**src/shared/wdt_pkg.sv**
```systemverilog
package wdt_pkg;

  // Counter and prescaler widths
  localparam int WDT_WIDTH   = 16;
  localparam int PRESC_WIDTH = 14;

  // Prescaler terminal counts: divide by 256 or by 16,384
  localparam logic [PRESC_WIDTH-1:0] PRESC_LAST_FAST = 14'h00ff;
  localparam logic [PRESC_WIDTH-1:0] PRESC_LAST_SLOW = 14'h3fff;
  localparam logic [PRESC_WIDTH-1:0] PRESC_ZERO      = 14'h0000;

  // Counter values
  localparam logic [WDT_WIDTH-1:0] COUNT_TOP = 16'hffff;

  // Reset defaults: 254 ticks of 256 clocks is 65,024 cycles, about 6.5 ms at 10 MHz
  localparam logic [WDT_WIDTH-1:0] RELOAD_RESET = 16'hff02;
  localparam logic                 SEL_RESET    = 1'b0;

  // Clock and prewarning time
  localparam int CLK_PERIOD_NS = 100;
  localparam int WARN_TIME_NS  = 12800;
  localparam int WARN_CYCLES   = (WARN_TIME_NS + CLK_PERIOD_NS - 1) / CLK_PERIOD_NS;
  localparam logic [7:0] WARN_LAST = 8'(WARN_CYCLES - 1);
  localparam logic [7:0] WARN_ZERO = 8'h00;

  // Gray-coded along run, warn, reset
  typedef enum logic [1:0]
  {
    ST_RUN   = 2'b00,
    ST_WARN  = 2'b01,
    ST_RESET = 2'b11,
    ST_OFF   = 2'b10
  } wdt_state_type;

  // Terminal count of the prescaler for a given selection
  function automatic logic [PRESC_WIDTH-1:0] wdt_presc_last(input logic sel_slow);
    wdt_presc_last = sel_slow ? PRESC_LAST_SLOW : PRESC_LAST_FAST;
  endfunction : wdt_presc_last

endpackage : wdt_pkg

```
**src/shared/wdt_presc_if.sv**
```systemverilog
`timescale 1ns/1ps
interface wdt_presc_if;
  logic clear;
  logic run;
  logic sel_slow;
  logic tick;

  modport ctrl
  (
    output clear,
    output run,
    output sel_slow,
    input  tick
  );

  modport presc
  (
    input  clear,
    input  run,
    input  sel_slow,
    output tick
  );
endinterface : wdt_presc_if

```
**src/rtl/wdt_top.sv**
```systemverilog
`timescale 1ns/1ps
module wdt_top
  import wdt_pkg::*;
(
  // Clock and reset
  input  wire logic                 clk_sys_i,
  input  wire logic                 rst_n_i,
  // Software commands, one-cycle pulses
  input  wire logic                 service_i,
  input  wire logic                 watchdog_disable_cmd_i,
  input  wire logic                 watchdog_enable_cmd_i,
  // Configuration write
  input  wire logic                 cfg_wr_i,
  input  wire logic [WDT_WIDTH-1:0] wd_reload_value_i,
  input  wire logic                 cfg_sel_slow_i,
  // Status and requests
  output logic                      prewarn_irq_o,
  output logic                      reset_req_o,
  output logic                      wd_enabled_o,
  output logic [WDT_WIDTH-1:0]      wd_count_o
);

  wdt_state_type          state;
  wdt_state_type          next_state;
  logic [WDT_WIDTH-1:0]   count;
  logic [WDT_WIDTH-1:0]   reload;
  logic                   sel_slow;
  logic [7:0]             warn_cnt;
  logic                   tick_run;
  logic                   overflow;

  wdt_presc_if pif();

  wdt_prescaler u_presc
  (
    .clk_sys_i (clk_sys_i),
    .rst_n_i   (rst_n_i),
    .pif       (pif)
  );

  // Prescaler only advances while monitoring; service restarts it
  assign pif.clear    = service_i;
  assign pif.run      = (state == ST_RUN);
  assign pif.sel_slow = sel_slow;

  // The tick is registered in the prescaler, so gate it with the present state
  assign tick_run = pif.tick && (state == ST_RUN);
  // A service in the same cycle as the last tick still rescues the interval
  assign overflow = tick_run && (count == COUNT_TOP) && !service_i;

  // Reload value and prescaler selection
  always_ff @(posedge clk_sys_i)
  begin
    if (!rst_n_i)
    begin
      reload   <= RELOAD_RESET;
      sel_slow <= SEL_RESET;
    end
    else if (cfg_wr_i)
    begin
      reload   <= wd_reload_value_i;
      sel_slow <= cfg_sel_slow_i;
    end
  end

  // Watchdog counter; servicing by software keeps it from the top
  always_ff @(posedge clk_sys_i)
  begin
    if (!rst_n_i)
    begin
      count <= RELOAD_RESET;
    end
    else if (service_i)
    begin
      count <= reload;
    end
    else if (tick_run)
    begin
      count <= count + 16'h0001;
    end
  end

  // Enable wins over disable in the same cycle, the fail-safe choice;
  // an enable while already running must not mask an overflow in that cycle
  always_comb
  begin
    next_state = state;
    if (watchdog_enable_cmd_i && (state == ST_OFF))
    begin
      next_state = ST_RUN;
    end
    else if (watchdog_disable_cmd_i && !watchdog_enable_cmd_i)
    begin
      next_state = ST_OFF;
    end
    else
    begin
      case (state)
        ST_RUN:
        begin
          if (overflow)
          begin
            next_state = ST_WARN;
          end
        end
        ST_WARN:
        begin
          if (warn_cnt == WARN_ZERO)
          begin
            next_state = ST_RESET;
          end
        end
        ST_RESET:
        begin
          next_state = ST_RESET;
        end
        default:
        begin
          next_state = ST_OFF;
        end
      endcase
    end
  end

  always_ff @(posedge clk_sys_i)
  begin
    if (!rst_n_i)
    begin
      state <= ST_RUN;
    end
    else
    begin
      state <= next_state;
    end
  end

  // Time between prewarning and reset request, for the handler to save state
  always_ff @(posedge clk_sys_i)
  begin
    if (!rst_n_i)
    begin
      warn_cnt <= WARN_LAST;
    end
    else if (state != ST_WARN)
    begin
      warn_cnt <= WARN_LAST;
    end
    else if (warn_cnt != WARN_ZERO)
    begin
      warn_cnt <= warn_cnt - 8'h01;
    end
  end

  // Outputs registered from the next state so they line up with the state
  always_ff @(posedge clk_sys_i)
  begin
    if (!rst_n_i)
    begin
      prewarn_irq_o <= 1'b0;
      reset_req_o   <= 1'b0;
      wd_enabled_o  <= 1'b1;
    end
    else
    begin
      prewarn_irq_o <= (state == ST_RUN) && (next_state == ST_WARN);
      reset_req_o   <= (next_state == ST_RESET);
      wd_enabled_o  <= (next_state != ST_OFF);
    end
  end

  always_ff @(posedge clk_sys_i)
  begin
    if (!rst_n_i)
    begin
      wd_count_o <= RELOAD_RESET;
    end
    else if (service_i)
    begin
      wd_count_o <= reload;
    end
    else if (tick_run)
    begin
      wd_count_o <= count + 16'h0001;
    end
  end

  chk_reset_enabled: assert property (@(posedge clk_sys_i)
    !rst_n_i |=> wd_enabled_o && !reset_req_o && !prewarn_irq_o)
    else $error("watchdog not enabled after reset");

  chk_disable_cmd: assert property (@(posedge clk_sys_i) disable iff (!rst_n_i)
    (watchdog_disable_cmd_i && !watchdog_enable_cmd_i) |=> !wd_enabled_o && !reset_req_o)
    else $error("disable command not obeyed");

  chk_enable_cmd: assert property (@(posedge clk_sys_i) disable iff (!rst_n_i)
    watchdog_enable_cmd_i |=> wd_enabled_o)
    else $error("enable command not obeyed");

  chk_warn_first: assert property (@(posedge clk_sys_i) disable iff (!rst_n_i)
    (overflow && !watchdog_enable_cmd_i && !watchdog_disable_cmd_i)
      |=> prewarn_irq_o && !reset_req_o ##1 !prewarn_irq_o)
    else $error("overflow without prewarning");

  chk_req_after_warn: assert property (@(posedge clk_sys_i) disable iff (!rst_n_i)
    prewarn_irq_o |-> ##[1:200] (reset_req_o || !wd_enabled_o))
    else $error("no reset request after prewarning");

  chk_req_needs_warn: assert property (@(posedge clk_sys_i) disable iff (!rst_n_i)
    $rose(reset_req_o) |-> $past(state) == ST_WARN)
    else $error("reset request without prewarning phase");

  chk_count_step: assert property (@(posedge clk_sys_i) disable iff (!rst_n_i)
    (tick_run && !service_i) |=> count == $past(count) + 16'h0001)
    else $error("counter did not advance on tick");

  chk_service_load: assert property (@(posedge clk_sys_i) disable iff (!rst_n_i)
    service_i |=> (count == $past(reload)) && (wd_count_o == count))
    else $error("service did not reload counter");

  chk_hold_disabled: assert property (@(posedge clk_sys_i) disable iff (!rst_n_i)
    (state == ST_OFF && !service_i && !watchdog_enable_cmd_i)
      |=> $stable(count) && !prewarn_irq_o && !reset_req_o)
    else $error("disabled watchdog moved or requested");

  chk_default_reload: assert property (@(posedge clk_sys_i)
    !rst_n_i |=> (reload == RELOAD_RESET) && (sel_slow == SEL_RESET) && (count == RELOAD_RESET))
    else $error("wrong reset defaults");

endmodule : wdt_top

```
**src/rtl/wdt_prescaler.sv**
```systemverilog
`timescale 1ns/1ps
module wdt_prescaler
  import wdt_pkg::*;
(
  // Clock and reset
  input  wire logic clk_sys_i,
  input  wire logic rst_n_i,
  // Control from the watchdog core
  wdt_presc_if.presc pif
);

  logic [PRESC_WIDTH-1:0] cnt;

  // A selection change mid-interval is caught by the >= compare
  always_ff @(posedge clk_sys_i)
  begin
    if (!rst_n_i)
    begin
      cnt      <= PRESC_ZERO;
      pif.tick <= 1'b0;
    end
    else if (pif.clear)
    begin
      cnt      <= PRESC_ZERO;
      pif.tick <= 1'b0;
    end
    else if (pif.run)
    begin
      if (cnt >= wdt_presc_last(pif.sel_slow))
      begin
        cnt      <= PRESC_ZERO;
        pif.tick <= 1'b1;
      end
      else
      begin
        cnt      <= cnt + 14'h0001;
        pif.tick <= 1'b0;
      end
    end
    else
    begin
      // Keep a pending tick so a disable on the terminal count cannot swallow it
      pif.tick <= pif.tick;
    end
  end

  chk_clear_zeroes: assert property (@(posedge clk_sys_i) disable iff (!rst_n_i)
    pif.clear |=> (cnt == PRESC_ZERO) && !pif.tick)
    else $error("prescaler not cleared by service");

  chk_tick_period: assert property (@(posedge clk_sys_i) disable iff (!rst_n_i)
    $rose(pif.tick) |-> ($past(cnt) >= wdt_presc_last($past(pif.sel_slow))))
    else $error("prescaler tick before terminal count");

endmodule : wdt_prescaler

```
**config.mk**
```make
export PLATFORM = sky130hd
export DESIGN_NAME = wdt_top
export DESIGN_NICKNAME = d
export VERILOG_FILES = /design/src/shared/wdt_pkg.sv /design/src/shared/wdt_presc_if.sv /design/src/rtl/wdt_top.sv /design/src/rtl/wdt_prescaler.sv
export SDC_FILE = /design/constraint.sdc
export NUM_CORES = 1
export LEC_CHECK = 0
export BUFFER_PORTS_ARGS = -buffer_cell sky130_fd_sc_hd__buf_4
export CORE_ASPECT_RATIO = 0.9
export CORE_MARGIN = 4
export CORE_UTILIZATION = 55
export DETAILED_ROUTE_END_ITERATION = 8
export GPL_TIMING_DRIVEN = 0
export PLACE_DENSITY = 0.8
export RECOVER_POWER = 50
export SETUP_SLACK_MARGIN = 0.5
export SLEW_MARGIN = 20
export SYNTH_ARGS = -nofsm -noshare
export SYNTH_HDL_FRONTEND = slang
export SYNTH_HIERARCHICAL = 1
export SYNTH_SLANG_ARGS = --single-unit
```
**constraint.sdc**
```tcl
create_clock -name clk_sys_i -period 2.2 [get_ports clk_sys_i]
set_clock_uncertainty 0.15 [all_clocks]
set_input_delay 0.11 -clock clk_sys_i [delete_from_list [all_inputs] [get_ports clk_sys_i]]
set_output_delay 0.11 -clock clk_sys_i [all_outputs]
set_load 0.005 [all_outputs]
```
Word-level counts from Yosys, hierarchy flattened
Cells that the tools add are included.

storage, ports and cells
  flip-flop bits (word level) = 61
  bits in latches = 0
  RAM bits = 0
  bits in read-only memories = 0
  bits of input ports = 23
  logic and storage cells = 47
  memories kept = 0

operators by class
  add/sub/neg operators = 3
  multiply operators = 0
  div/mod/pow operators = 0
  $lt $le $gt $ge = 1
  equality and inequality tests = 8
  shifts and indexed selects = 0
  muxes and demuxes = 10
  bitwise operators = 1
  reduce and logical (&&, ||, !) cells = 14

operator list
  operator                                               number
  2-to-1 mux 16 bit                                      2
  2-to-1 mux 14 bit                                      2
  adder 16 x 1 -> 16 bit, second input constant          1
  equality test 16 bit, second input constant            1
  adder 14 x 1 -> 14 bit, second input constant          1
  greater-or-equal comparator 14 bit                     1
  zero test 8 bit                                        1
  2-to-1 mux 2 bit                                       4
  nonzero test 8 bit                                     1
  subtractor 8 x 1 -> 8 bit, second input constant       1
  equality test 2 bit, second input constant             3
  logical AND 1 bit                                      6
  one-hot mux 2 bit (3 select lines)                     1
  equality test 2 x 1 -> 1 bit, second input constant    2
  OR reduction 2 bit                                     2
  zero test 1 bit                                        2
  zero test 2 bit                                        1
  inequality test 2 x 1 -> 1 bit, second input constant  1
  inequality test 2 bit, second input constant           1
  nonzero test 2 bit                                     1
  2-to-1 mux 1 bit                                       1
  NOT 1 bit                                              1

Depth between registers and ports, before layout
Gate-level depths: netlist of run 1.

  word-level depth = 10
  mapped depth = 7
  mapped depth without buffers = 6

Hierarchy
The synthesis of run 1 kept the hierarchy.

by module, submodules not included
  module         instances  cells each  area an instance (sq um)
  wdt_top        1          236         2,133.3
  wdt_prescaler  1          113         1,017.2

Worst setup path before layout of run 1
OpenSTA, ideal clock, no wires.

  path type = register to register
  start = register sel_slow, in the netlist pif.sel_slow
  end = register u_presc.cnt[10]
  data arrival time = 1,453 ps
  required time = 1,916 ps
  setup slack = 463 ps
  stages on the path, launching flop included = 8
  buffers on the path = 1
  clock period less this slack = 1,737 ps
  cell sequence = dfxtp_1 -> inv_1 -> ha_1 -> nand3_1 -> o31a_1 -> buf_4 -> o21ai_4 -> a211oi_1

on the way
  longest elaborated chain between the ends = 3

ends and longest elaborated chain
  element                             line                 source
  from (decl)                         wdt_top.sv:27        logic sel_slow;
  from (signal assigned)              wdt_top.sv:62        sel_slow <= cfg_sel_slow_i;
  2-to-1 mux 14 bit                   wdt_pkg.sv:37        wdt_presc_last = sel_slow ? PRESC_LAST_SLOW : PRESC_LAST_FAST;
  greater-or-equal comparator 14 bit  wdt_prescaler.sv:29  if (cnt >= wdt_presc_last(pif.sel_slow))
  2-to-1 mux 14 bit                   wdt_prescaler.sv:29
  to (signal assigned)                wdt_prescaler.sv:36  cnt <= cnt + 14'h0001;
  to (decl)                           wdt_prescaler.sv:12  logic [PRESC_WIDTH-1:0] cnt;

Every way passes these cells.
A chain may end at the register's enable or synchronous reset.

Worst setup path after layout of run 1
  start = register warn_cnt[1]
  end = register warn_cnt[1]

on the way
  longest elaborated chain between the ends = 1
  elaborated cells between the ends (all ways) = 2
  classes of those cells = 1 x add/sub; 1 x reduce/logical

ends and longest elaborated chain
  element                                                          line                            source
  from (decl)                                                      wdt_top.sv:28                   logic [7:0] warn_cnt;
  from (signal assigned)                                           wdt_top.sv:150                  warn_cnt <= warn_cnt - 8'h01;
  subtractor 8 x 1 -> 8 bit or nonzero test 8 bit (tied branches)  wdt_top.sv:150, wdt_top.sv:148

Parallel ways exist; a longest one is shown, timed or not.

==> flow_summary.yaml, run 1 <==
cts:
  clock_tree.htree_level_count: 3
  insertion_delay_ps: 350
  clock_tree.root_cell: "sky130_fd_sc_hd__clkbuf_8"
  cts_inserted_buffers: 9
  worst_setup_hold_path_clk_slew_ps: 70
  tritoncts: "done"
  cts.path.max_buffers: 2
  cts_num_sinks: 61
synth:
  avgSynthCellArea_um2: 9.03
  synth_nets: 382
  synth_area_mm2: 0.00315
  synth.yosys.warnings: 6
  yosys_most_used_dff: "sky130_fd_sc_hd__dfxtp_1"
  netlist-cell-type-count: 52
  synth.top_cell.area_share_pct: 38.8
  synth.most_common_cell: "sky130_fd_sc_hd__dfxtp_1"
  postSynthCellCount: 349
  synth_top_area_cells: "sky130_fd_sc_hd__dfxtp_1, sky130_fd_sc_hd__mux2i_1, sky130_fd_sc_hd__ha_1"
  register_area_share_after_synthesis_pct: 38.8
  async_reset_ff_share_pct: 0
  synth_area_leader_cell: "sky130_fd_sc_hd__dfxtp_1"
  synth-edff-count: 0
  netlist_top_cells_count: "sky130_fd_sc_hd__dfxtp_1, sky130_fd_sc_hd__nand2_1, sky130_fd_sc_hd__nor2_1"
  synth_seq_cells: 61
pwr:
  powerDensity_mw_per_mm2: 614
  vdd_drop_max_mv: 0.563
  p_leak_uw: 0.00180
  power.switching_fraction_pct: 24.9
  power.internal_uw: 2050
  power.sequential.fraction_pct: 43.2
  clockPowerShare_pct: 45.6
  total_switching_power_uw: 678
  share_comb_of_total_power_pct: 11.2
global_routing:
  grt.overflow.total: 0
  grt.busiest_layer: "met2"
  grtUsageTotal_pct: 26.2
  antenna_found_initial: 0
  grt_pass1_wl_um: 14500
  gr-usage-met1_pct: 30.4
  grt_pass1_vias: 3065
  global_route.usage.met2_pct: 46.5
  grt_max_degree: 13
  grt.met3_usage_pct: 7.43
layout:
  final_nets: 484
  fillers: 320
  final_cells: 523
  synthToLayoutAreaGrowth_pct: 40.9
  number_of_antenna_diodes: 0
  drive_gt1_share_pct: 31.4
  postLayoutCoreUtil_pct: 82.0
floorplanning:
  die-area_mm2: 0.00700
  placementRows: 25
  die_width_um: 87.8
  die_height_um: 79.8
  starting_utilization_of_the_core_area_pct: 58.2
  io-pin-count: 42
  core_area_mm2: 0.00541
drt:
  final_antenna_net_count: 0
  route.detailed.drc: 0
  drtIter0Drc: 273
  routed_wl_um: 9810
  wire_per_inst_um: 18.8
  viasPerCell: 6.17
  total_via_count_after_detailed_routing: 3229
  firstDrtPassIters: 6
timing:
  timing_max_transition_violations_final: 0
  actual_slew_at_the_worst_max_slew_pin_ps: 678
  timing.final.crit_period_ps: 1920
  slew_headroom_pct: 54.8
  setup_repair_after_global_routing_missed_its_margin: "true"
  final_min_period_over_clock_period_pct: 87.5
  final_hold_viol_count: 0
  setup_viol: 0
  fmax_mhz: 520
  final.setup.tns_ps: 0
place:
  hpwl_um: 5180
  dp.cells: 456
  port_buffers: 40
  place.gp.congestion: 0.859
critical_path:
  maximum_net_fanout_on_the_critical_path: 6
  critical_path_buf_inv_count: 2
  r2r_cells: 7
  path_cells: "inv_2 > ha_1 > nor3b_4 > and2_0 > clkbuf_1 > mux2_2 > nand2_1"
  crit_arrival_ps: 2060
  timing.rr.start: "warn_cnt[1]"
  cp.depth: 7
  setup.worst_path.end_class: "register"
  critical_path.slowest_cell: "sky130_fd_sc_hd__mux2_2"
  worst_path_largest_cell_delay_ps: 370
  critical-path-top-delay-family: "simple AND/OR/NAND/NOR gates"
  crit_required_ps: 2340
  timing.critical_path.from_type: "register"
  timing.critical_path.from: "warn_cnt[1]"
  setup.worst_path.class: "reg2reg"
  r2r_setup_slack_ps: 280
  crit-reg2reg-capture: "warn_cnt[1]"
  worstSetupEndpoint: "warn_cnt[1]"
job:
  timing.max_cap.violations: 0
status:
  outcome: "finished, final reports clean"
worst_hold_path:
  hp-class: "in2reg"
-- stage by stage --
stage | cell area, µm² | hold slack [ps] | power (µW) | setup WS, ps
final | 4440 | 38.1 | 2730 | 275
after global routing | 4440 | 60.8 | 2810 | 187
after CTS | 4240 | 7.50 | 2690 | 419
after detailed placement | 3560 | 177 | 1430 | 277
after global placement | 3560 | 172 | 1420 | 314
after floorplan | 3170 | 86.2 | 1330 | 511
-- tightest hold or removal path: cells and delay by family --
kind	cells	cell delay, ps
multiplexers	1	150
buffers and inverters	1	160
AND/OR/NAND/NOR	1	70
-- placed cells by master, fill, tap and decap left out, drive strengths merged, types with 14 or more instances in the layout --
| master | n |
|---|---|
| nand3 | 18 |
| mux2i | 17 |
| inv | 14 |
| dlygate4sd3 | 18 |
| xor2 | 14 |
| buf | 72 |
| nand2 | 31 |
| clkbuf | 33 |
| dfxtp | 61 |
| nor2 | 22 |
-- power groups by stage --
stage / clock (µW) / sequential, µW / combinational (µW)
final: 1240 / 1180 / 305
after global routing: 1300 / 1180 / 330
after CTS: 1250 / 1180 / 270
after detailed placement: 0 / 1200 / 227
after global placement: 0 / 1200 / 218
after floorplan: 0 / 1190 / 136
-- per-layer routing --
layer  up-vias  share of wire [%]
met4         0                4.1
met1      1524                 39
met2       174                 50
met5         -                  0
met3        39                6.3
li1       1492                  -
-- worst min path at each step --
stage | start | end | slack (ps) | cells past startpoint
4_1_cts | watchdog_disable_cmd_i | prewarn_irq_o | 8 | 4
2_1_floorplan | wd_reload_value_i[11] | reload[11] | 90 | 2
5_1_grt | cfg_wr_i | reload[0] | 60 | 3
6_report | cfg_wr_i | reload[0] | 40 | 3
3_5_place_dp | wd_reload_value_i[11] | reload[11] | 180 | 3
3_3_place_gp | wd_reload_value_i[11] | reload[11] | 170 | 3
-- cell type report --
cell class | instances | area, µm² | share of cell area, %
multi-input combinational | 250 | 1910 | 43.0
buffer | 23 | 149 | 3.35
sequential | 61 | 1240 | 27.9
inverter | 15 | 67.6 | 1.52
tap | 67 | 83.8 | 1.89
clock inverter | 7 | 123 | 2.76
clock buffer | 9 | 124 | 2.79
timing repair buffer | 91 | 743 | 16.7
-- state kept, by name (all words and copies together), names as in the netlist --
signal            cells
wd_enabled_o          1
u_presc/cnt          14
u_presc/pif.tick      1
pif.sel_slow          1
wd_count_o           16
reset_req_o           1
prewarn_irq_o         1
state                 2
warn_cnt              8
reload               16
-- cell families after synthesis --
logic type | count (synthesis) | synth area share [%]
AOI/OAI and AO/OA | 65 | 14.7
xor gates and xnor gates | 19 | 5.28
adders and majority gates | 10 | 3.97
buffers and inverters | 38 | 6.08
DFF | 61 | 38.8
muxes | 19 | 6.12
and+or+nand+nor | 137 | 25.1
-- timing repair --
action,CTS,global route
hold buffers,18,0
setup endpoints to repair,25,30
hold endpoints to repair,18,0
resized for setup,30,36
pin swaps,12,12
buffers inserted,19,14
Note: power is estimated with default switching activity, not from simulation.
==> run 2, diff against run 1 <==
BUFFER_PORTS_ARGS = -buffer_cell sky130_fd_sc_hd__buf_2   (was -buffer_cell sky130_fd_sc_hd__buf_4)
==> run 2 against run 1 <==
  * Via count fell by 4.5%
  * Register-to-register slack improved by 80 ps
  * Core utilization down 4.5 points
  * Worst hold slack gained 3.2 ps
  * Clock-buffer cell count is 2 higher
  * First-iteration DRC count decreased by 37%
  * Largest power group is now sequential cells
  * Clock power fell by 11%
  * Critical path depth is the same
  * Die area did not move
==> flow_summary.yaml, run 2 (same netlist as run 1, synthesis figures left out) <==
floorplanning:
  die-area_mm2: 0.00700
  die_height_um: 79.8
  core_area_mm2: 0.00541
  placementRows: 25
  die_width_um: 87.8
  io-pin-count: 42
  starting_utilization_of_the_core_area_pct: 58.2
place:
  hpwl_um: 5070
  port_buffers: 40
  placed_cell_area_mm2: 0.00346
  place.gp.congestion: 0.815
timing:
  actual_slew_at_the_worst_max_slew_pin_ps: 522
  final_hold_viol_count: 0
  fmax_mhz: 541
  timing.final.crit_period_ps: 1850
  setup_repair_after_global_routing_missed_its_margin: "true"
  final.setup.tns_ps: 0
  setup_viol: 0
  slew_headroom_pct: 65.2
  timing_max_transition_violations_final: 0
  final_min_period_over_clock_period_pct: 84.0
cts:
  clock_tree.root_cell: "sky130_fd_sc_hd__clkbuf_8"
  cts_inserted_buffers: 9
  cts_num_sinks: 61
  clock_tree.htree_level_count: 3
  worst_setup_hold_path_clk_slew_ps: 70
  tritoncts: "done"
  insertion_delay_ps: 350
  cts.path.max_buffers: 2
pwr:
  power.internal_uw: 1930
  power.switching_fraction_pct: 24.4
  power.sequential.fraction_pct: 46.1
  powerDensity_mw_per_mm2: 607
  clockPowerShare_pct: 43.4
  p_leak_uw: 0.00169
  total_switching_power_uw: 621
  vdd_drop_max_mv: 0.561
  share_comb_of_total_power_pct: 10.5
critical_path:
  maximum_net_fanout_on_the_critical_path: 4
  timing.critical_path.from_type: "register"
  worst_path_largest_cell_delay_ps: 360
  setup.worst_path.class: "reg2reg"
  critical_path.slowest_cell: "sky130_fd_sc_hd__dfxtp_4"
  crit_required_ps: 2330
  path_cells: "inv_4 > ha_4 > nor3b_1 > and2_4 > buf_6 > mux2_2 > nand2_1"
  crit_arrival_ps: 1970
  setup.worst_path.end_class: "register"
global_routing:
  grt_max_degree: 11
  grt_pass1_wl_um: 13500
  grt.overflow.total: 0
  grt_pass1_vias: 2904
  grtUsageTotal_pct: 24.6
  antenna_found_initial: 0
drt:
  route.detailed.drc: 0
  total_via_count_after_detailed_routing: 3083
  viasPerCell: 6.01
  final_antenna_net_count: 0
  drtIter0Drc: 171
  firstDrtPassIters: 5
  routed_wl_um: 8830
  wire_per_inst_um: 17.2
layout:
  final_common_cell: "sky130_fd_sc_hd__dfxtp_1"
  stdcell_area_mm2: 0.00420
  number_of_antenna_diodes: 0
  layout_top_registers: "reload x16, wd_count_o x16, u_presc/cnt x14"
  synthToLayoutAreaGrowth_pct: 33.2
  final_nets: 475
  most_frequent_cells_in_the_layout: "sky130_fd_sc_hd__dfxtp_1, sky130_fd_sc_hd__buf_2, sky130_fd_sc_hd__nand2_1, sky130_fd_sc_hd__buf_4, sky130_fd_sc_hd__nor2_1"
  drive_gt1_share_pct: 28.9
  fillers: 353
job:
  timing.max_cap.violations: 0
worst_hold_path:
  hp-class: "in2reg"
status:
  outcome: "finished, final reports clean"
## run 2: changes by cell type in the layout (fill, tap and decap cells not counted), moves of 4 or more
cell                       change
sky130_fd_sc_hd__buf_6         -4
sky130_fd_sc_hd__buf_2        +36
sky130_fd_sc_hd__buf_4        -33
sky130_fd_sc_hd__clkbuf_4      -9
## run 2: final cells by class
cell class / count / area [µm²] / area share [%]
Inverter: 15 / 70.1 / 1.67
Clock inverter: 4 / 72.6 / 1.73
Timing Repair Buffer: 82 / 566 / 13.5
Tap cell: 67 / 83.8 / 2.00
Sequential cell: 61 / 1240 / 29.6
Multi-Input combinational cell: 250 / 1870 / 44.4
Buffer: 23 / 156 / 3.73
Clock buffer: 11 / 141 / 3.37
## run 2: worst max-delay path, delay by kind of cell (launching register included)
kind / cells / cell delay (ps)
adders and majority gates: 1 / 130
DFF: 1 / 360
and+or+nand+nor: 3 / 650
buffers and inverters: 2 / 170
muxes: 1 / 320
## run 2: power by group through the flow
stage	Combinational [µW]	Clock [µW]	Sequential, µW
6_report	267	1100	1180
3_5_place_dp	208	0	1200
5_1_grt	290	1170	1180
2_1_floorplan	136	0	1190
3_3_place_gp	201	0	1200
4_1_cts	244	1110	1180
## run 2: metal layers
metal,GRT usage [%],vias to the layer above,wire [µm]
met2,41.1,142,4460
met5,0,-,0
met1,28.9,1452,3560
li1,-,1467,-
met4,9.20,0,217
met3,8.57,22,594
## run 2: path summary, 6_finish.rpt
kind / from / depth (start not counted) / slack [ps] / endpoint
worst max register to register: warn_cnt[1] / 7 / 350 / warn_cnt[1]
worst max-delay path: warn_cnt[1] / 7 / 350 / warn_cnt[1]
worst min register to register: reload[10] / 2 / 330 / reload[10]
worst min-delay path: cfg_wr_i / 3 / 40 / reload[0]
## run 2: timing repair
action | 4_1_cts | 5_1_grt
setup endpoints to repair | 22 | 25
buffers inserted | 7 | 16
hold endpoints to repair | 19 | 0
gates resized for setup | 25 | 36
pin swaps | 6 | 9
hold buffers | 19 | 0
cloned | 0 | 0
## run 2: through the flow
step	power (µW)	util (%)	setup slack [ps]	cells	hold slack, ps
final	2550	77.6	352	513	41.4
after global routing	2640	77.6	308	513	48.3
after CTS	2530	74.0	397	497	33.5
after detailed placement	1410	63.9	285	456	178
after global placement	1400	63.9	305	456	172
after floorplan	1330	-	511	349	86.2
==> run 3, diff against run 2 <==
CORE_UTILIZATION = 52   (was 55)
PLACE_DENSITY = 0.79   (was 0.8)
clock period = 1.69 ns   (was 2.2 ns; I/O delays follow)
==> run 3 against run 2 <==
  * The run now ends with negative setup slack left
  * Clock power rose by 50%
  * Worst setup slack worse by 570 ps
  * Cell count rose by 3.9%
  * Largest cell class unchanged
==> flow_summary.yaml, run 3 (same netlist as run 1, synthesis figures left out) <==
status:
  outcome: "complete, but fails checks"
  violations: "negative setup slack"
layout:
  layout_top_registers: "reload x16, wd_count_o x16, u_presc/cnt x14"
  final_nets: 492
  area.sequential_mm2: 0.00128
  fillers: 296
  drive_gt1_share_pct: 43.2
  stdcell_area_mm2: 0.00477
  final_common_cell: "sky130_fd_sc_hd__dfxtp_1"
  most_frequent_cells_in_the_layout: "sky130_fd_sc_hd__dfxtp_1, sky130_fd_sc_hd__buf_2, sky130_fd_sc_hd__buf_6, sky130_fd_sc_hd__nand2_1"
  synthToLayoutAreaGrowth_pct: 51.3
  number_of_antenna_diodes: 0
  postLayoutCoreUtil_pct: 82.3
  multi_input_comb_area_mm2: 0.00211
drt:
  drtIter0Drc: 249
  firstDrtPassIters: 8
  dr_wl_met2_um: 5560
  wl_met3_um: 941
  total_via_count_after_detailed_routing: 3439
  top_signal_layer_used: "met4"
  wire_per_inst_um: 21.1
  viasPerCell: 6.45
  route.detailed.drc: 0
  routed_wl_um: 11200
  final_antenna_net_count: 0
  m1WireLength_um: 4130
critical_path:
  timing.rr.start: "pif.sel_slow"
  setup.worst_path.class: "reg2reg"
  r2r_setup_slack_ps: -220
  maximum_net_fanout_on_the_critical_path: 6
  timing.critical_path.from_type: "register"
  r2r_cells: 8
  crit_arrival_ps: 2030
  setup.worst_path.end_class: "register"
  crit-reg2reg-capture: "u_presc/cnt[0]"
  crit_required_ps: 1810
floorplanning:
  die_height_um: 81.8
  core_area_mm2: 0.00579
  die-area_mm2: 0.00737
  die_width_um: 90.1
  io-pin-count: 42
  starting_utilization_of_the_core_area_pct: 54.4
  placementRows: 26
timing:
  final.setup.tns_ps: -2110
  fmax_mhz: 523
  final_hold_viol_count: 0
  timing.final.crit_period_ps: 1910
  setup_viol: 17
  final_min_period_over_clock_period_pct: 113
  whs_ps: 27.7
  timing_max_transition_violations_final: 0
  post-route-worst-setup-slack_ps: -221
  slew_headroom_pct: 58.0
  actual_slew_at_the_worst_max_slew_pin_ps: 631
  setup_repair_after_global_routing_missed_its_margin: "true"
job:
  timing.max_cap.violations: 0
worst_hold_path:
  hold-path-endpoint: "state[1]"
  min-delay-start: "watchdog_disable_cmd_i"
  min_path_cells: 3
  hp-class: "in2reg"
pwr:
  clockPowerShare_pct: 45.8
  total_switching_power_uw: 883
  powerDensity_mw_per_mm2: 757
  power.internal_uw: 2730
  power.switching_fraction_pct: 24.5
  vdd_drop_max_mv: 0.582
  share_comb_of_total_power_pct: 11.9
  p_leak_uw: 0.00191
  power.sequential.fraction_pct: 42.3
global_routing:
  grtUsageTotal_pct: 26.7
  grt_max_degree: 11
  grt_pass1_vias: 3174
  grt.overflow.total: 0
  antenna_found_initial: 0
  grt_pass1_wl_um: 15600
cts:
  clock_tree.htree_level_count: 3
  clock_tree.root_cell: "sky130_fd_sc_hd__clkbuf_8"
  cts.path.max_buffers: 2
  tritoncts: "done"
  insertion_delay_ps: 350
  cts_num_sinks: 61
  cts_inserted_buffers: 9
  worst_setup_hold_path_clk_slew_ps: 70
place:
  hpwl_um: 5110
  port_buffers: 40
  placed_cell_area_mm2: 0.00358
  pre_cts_slack_ps: -222
  place.gp.congestion: 0.842
## run 3: cell count changes in the layout (fill, tap and decap cells not counted), moves of 4 or more
cell	previous run	this run
sky130_fd_sc_hd__buf_6	9	33
sky130_fd_sc_hd__nand2_1	30	26
sky130_fd_sc_hd__dfxtp_2	5	13
sky130_fd_sc_hd__nor4b_2	1	6
sky130_fd_sc_hd__clkbuf_1	15	11
sky130_fd_sc_hd__o21ai_0	11	7
sky130_fd_sc_hd__dfxtp_1	52	37
sky130_fd_sc_hd__dfxtp_4	4	11
sky130_fd_sc_hd__nor4b_1	5	0
sky130_fd_sc_hd__nand3_1	16	11
## run 3: power groups by stage
stage / Sequential [µW] / Combinational, µW / Clock, µW
6_report: 1530 / 429 / 1650
5_1_grt: 1530 / 453 / 1730
4_1_cts: 1520 / 371 / 1640
3_5_place_dp: 1560 / 281 / 0
3_3_place_gp: 1560 / 272 / 0
2_1_floorplan: 1550 / 186 / 0
## run 3: final cells by class
type | count | share of cell area [%]
Buffer | 23 | 3.49
Timing Repair Buffer | 99 | 16.9
Clock buffer | 11 | 3.18
Clock inverter | 4 | 2.00
Inverter | 15 | 1.42
Multi-Input combinational cell | 250 | 44.3
Tap cell | 70 | 1.84
Sequential cell | 61 | 26.8
## run 3: how the worst max path moves through the flow
stage,depth (start not counted),start,end,slack (ps)
final,8,pif.sel_slow,u_presc/cnt[0],-220
after global routing,8,pif.sel_slow,u_presc/cnt[0],-260
after CTS,8,pif.sel_slow,u_presc/cnt[10],-90
after detailed placement,5,pif.sel_slow,u_presc/cnt[11],-220
after global placement,5,pif.sel_slow,u_presc/cnt[12],-200
after floorplan,7,pif.sel_slow,u_presc/cnt[10],10
## run 3: stage by stage
step / total power, µW / instances
floorplan: 1740 / 349
global placement: 1830 / 459
detailed placement: 1840 / 459
CTS: 3530 / 526
global route: 3720 / 533
finish: 3610 / 533
## run 3: per-layer routing
layer	global-route usage [%]	vias to the layer above
met4	12.1	0
met1	29.6	1622
li1	-	1500
met2	48.0	248
met3	8.06	69
met5	0	-
## run 3: critical path, stage by stage, from the launching register on
cell and delay (ps):
sky130_fd_sc_hd__dfxtp_4 380, sky130_fd_sc_hd__inv_8 60, sky130_fd_sc_hd__ha_4 250, sky130_fd_sc_hd__a21oi_2 180, sky130_fd_sc_hd__o21a_1 180, sky130_fd_sc_hd__buf_6 120, sky130_fd_sc_hd__buf_4 140, sky130_fd_sc_hd__o2111ai_1 180
sky130_fd_sc_hd__a21oi_1 180
## run 3: repair_timing
| item | CTS | global route |
|---|---|---|
| pin swaps | 19 | 17 |
| endpoints found under the setup margin | 52 | 66 |
| hold endpoints to repair | 18 | 0 |
| resized for setup | 67 | 43 |
| setup buffers | 34 | 7 |
| hold buffers | 18 | 0 |
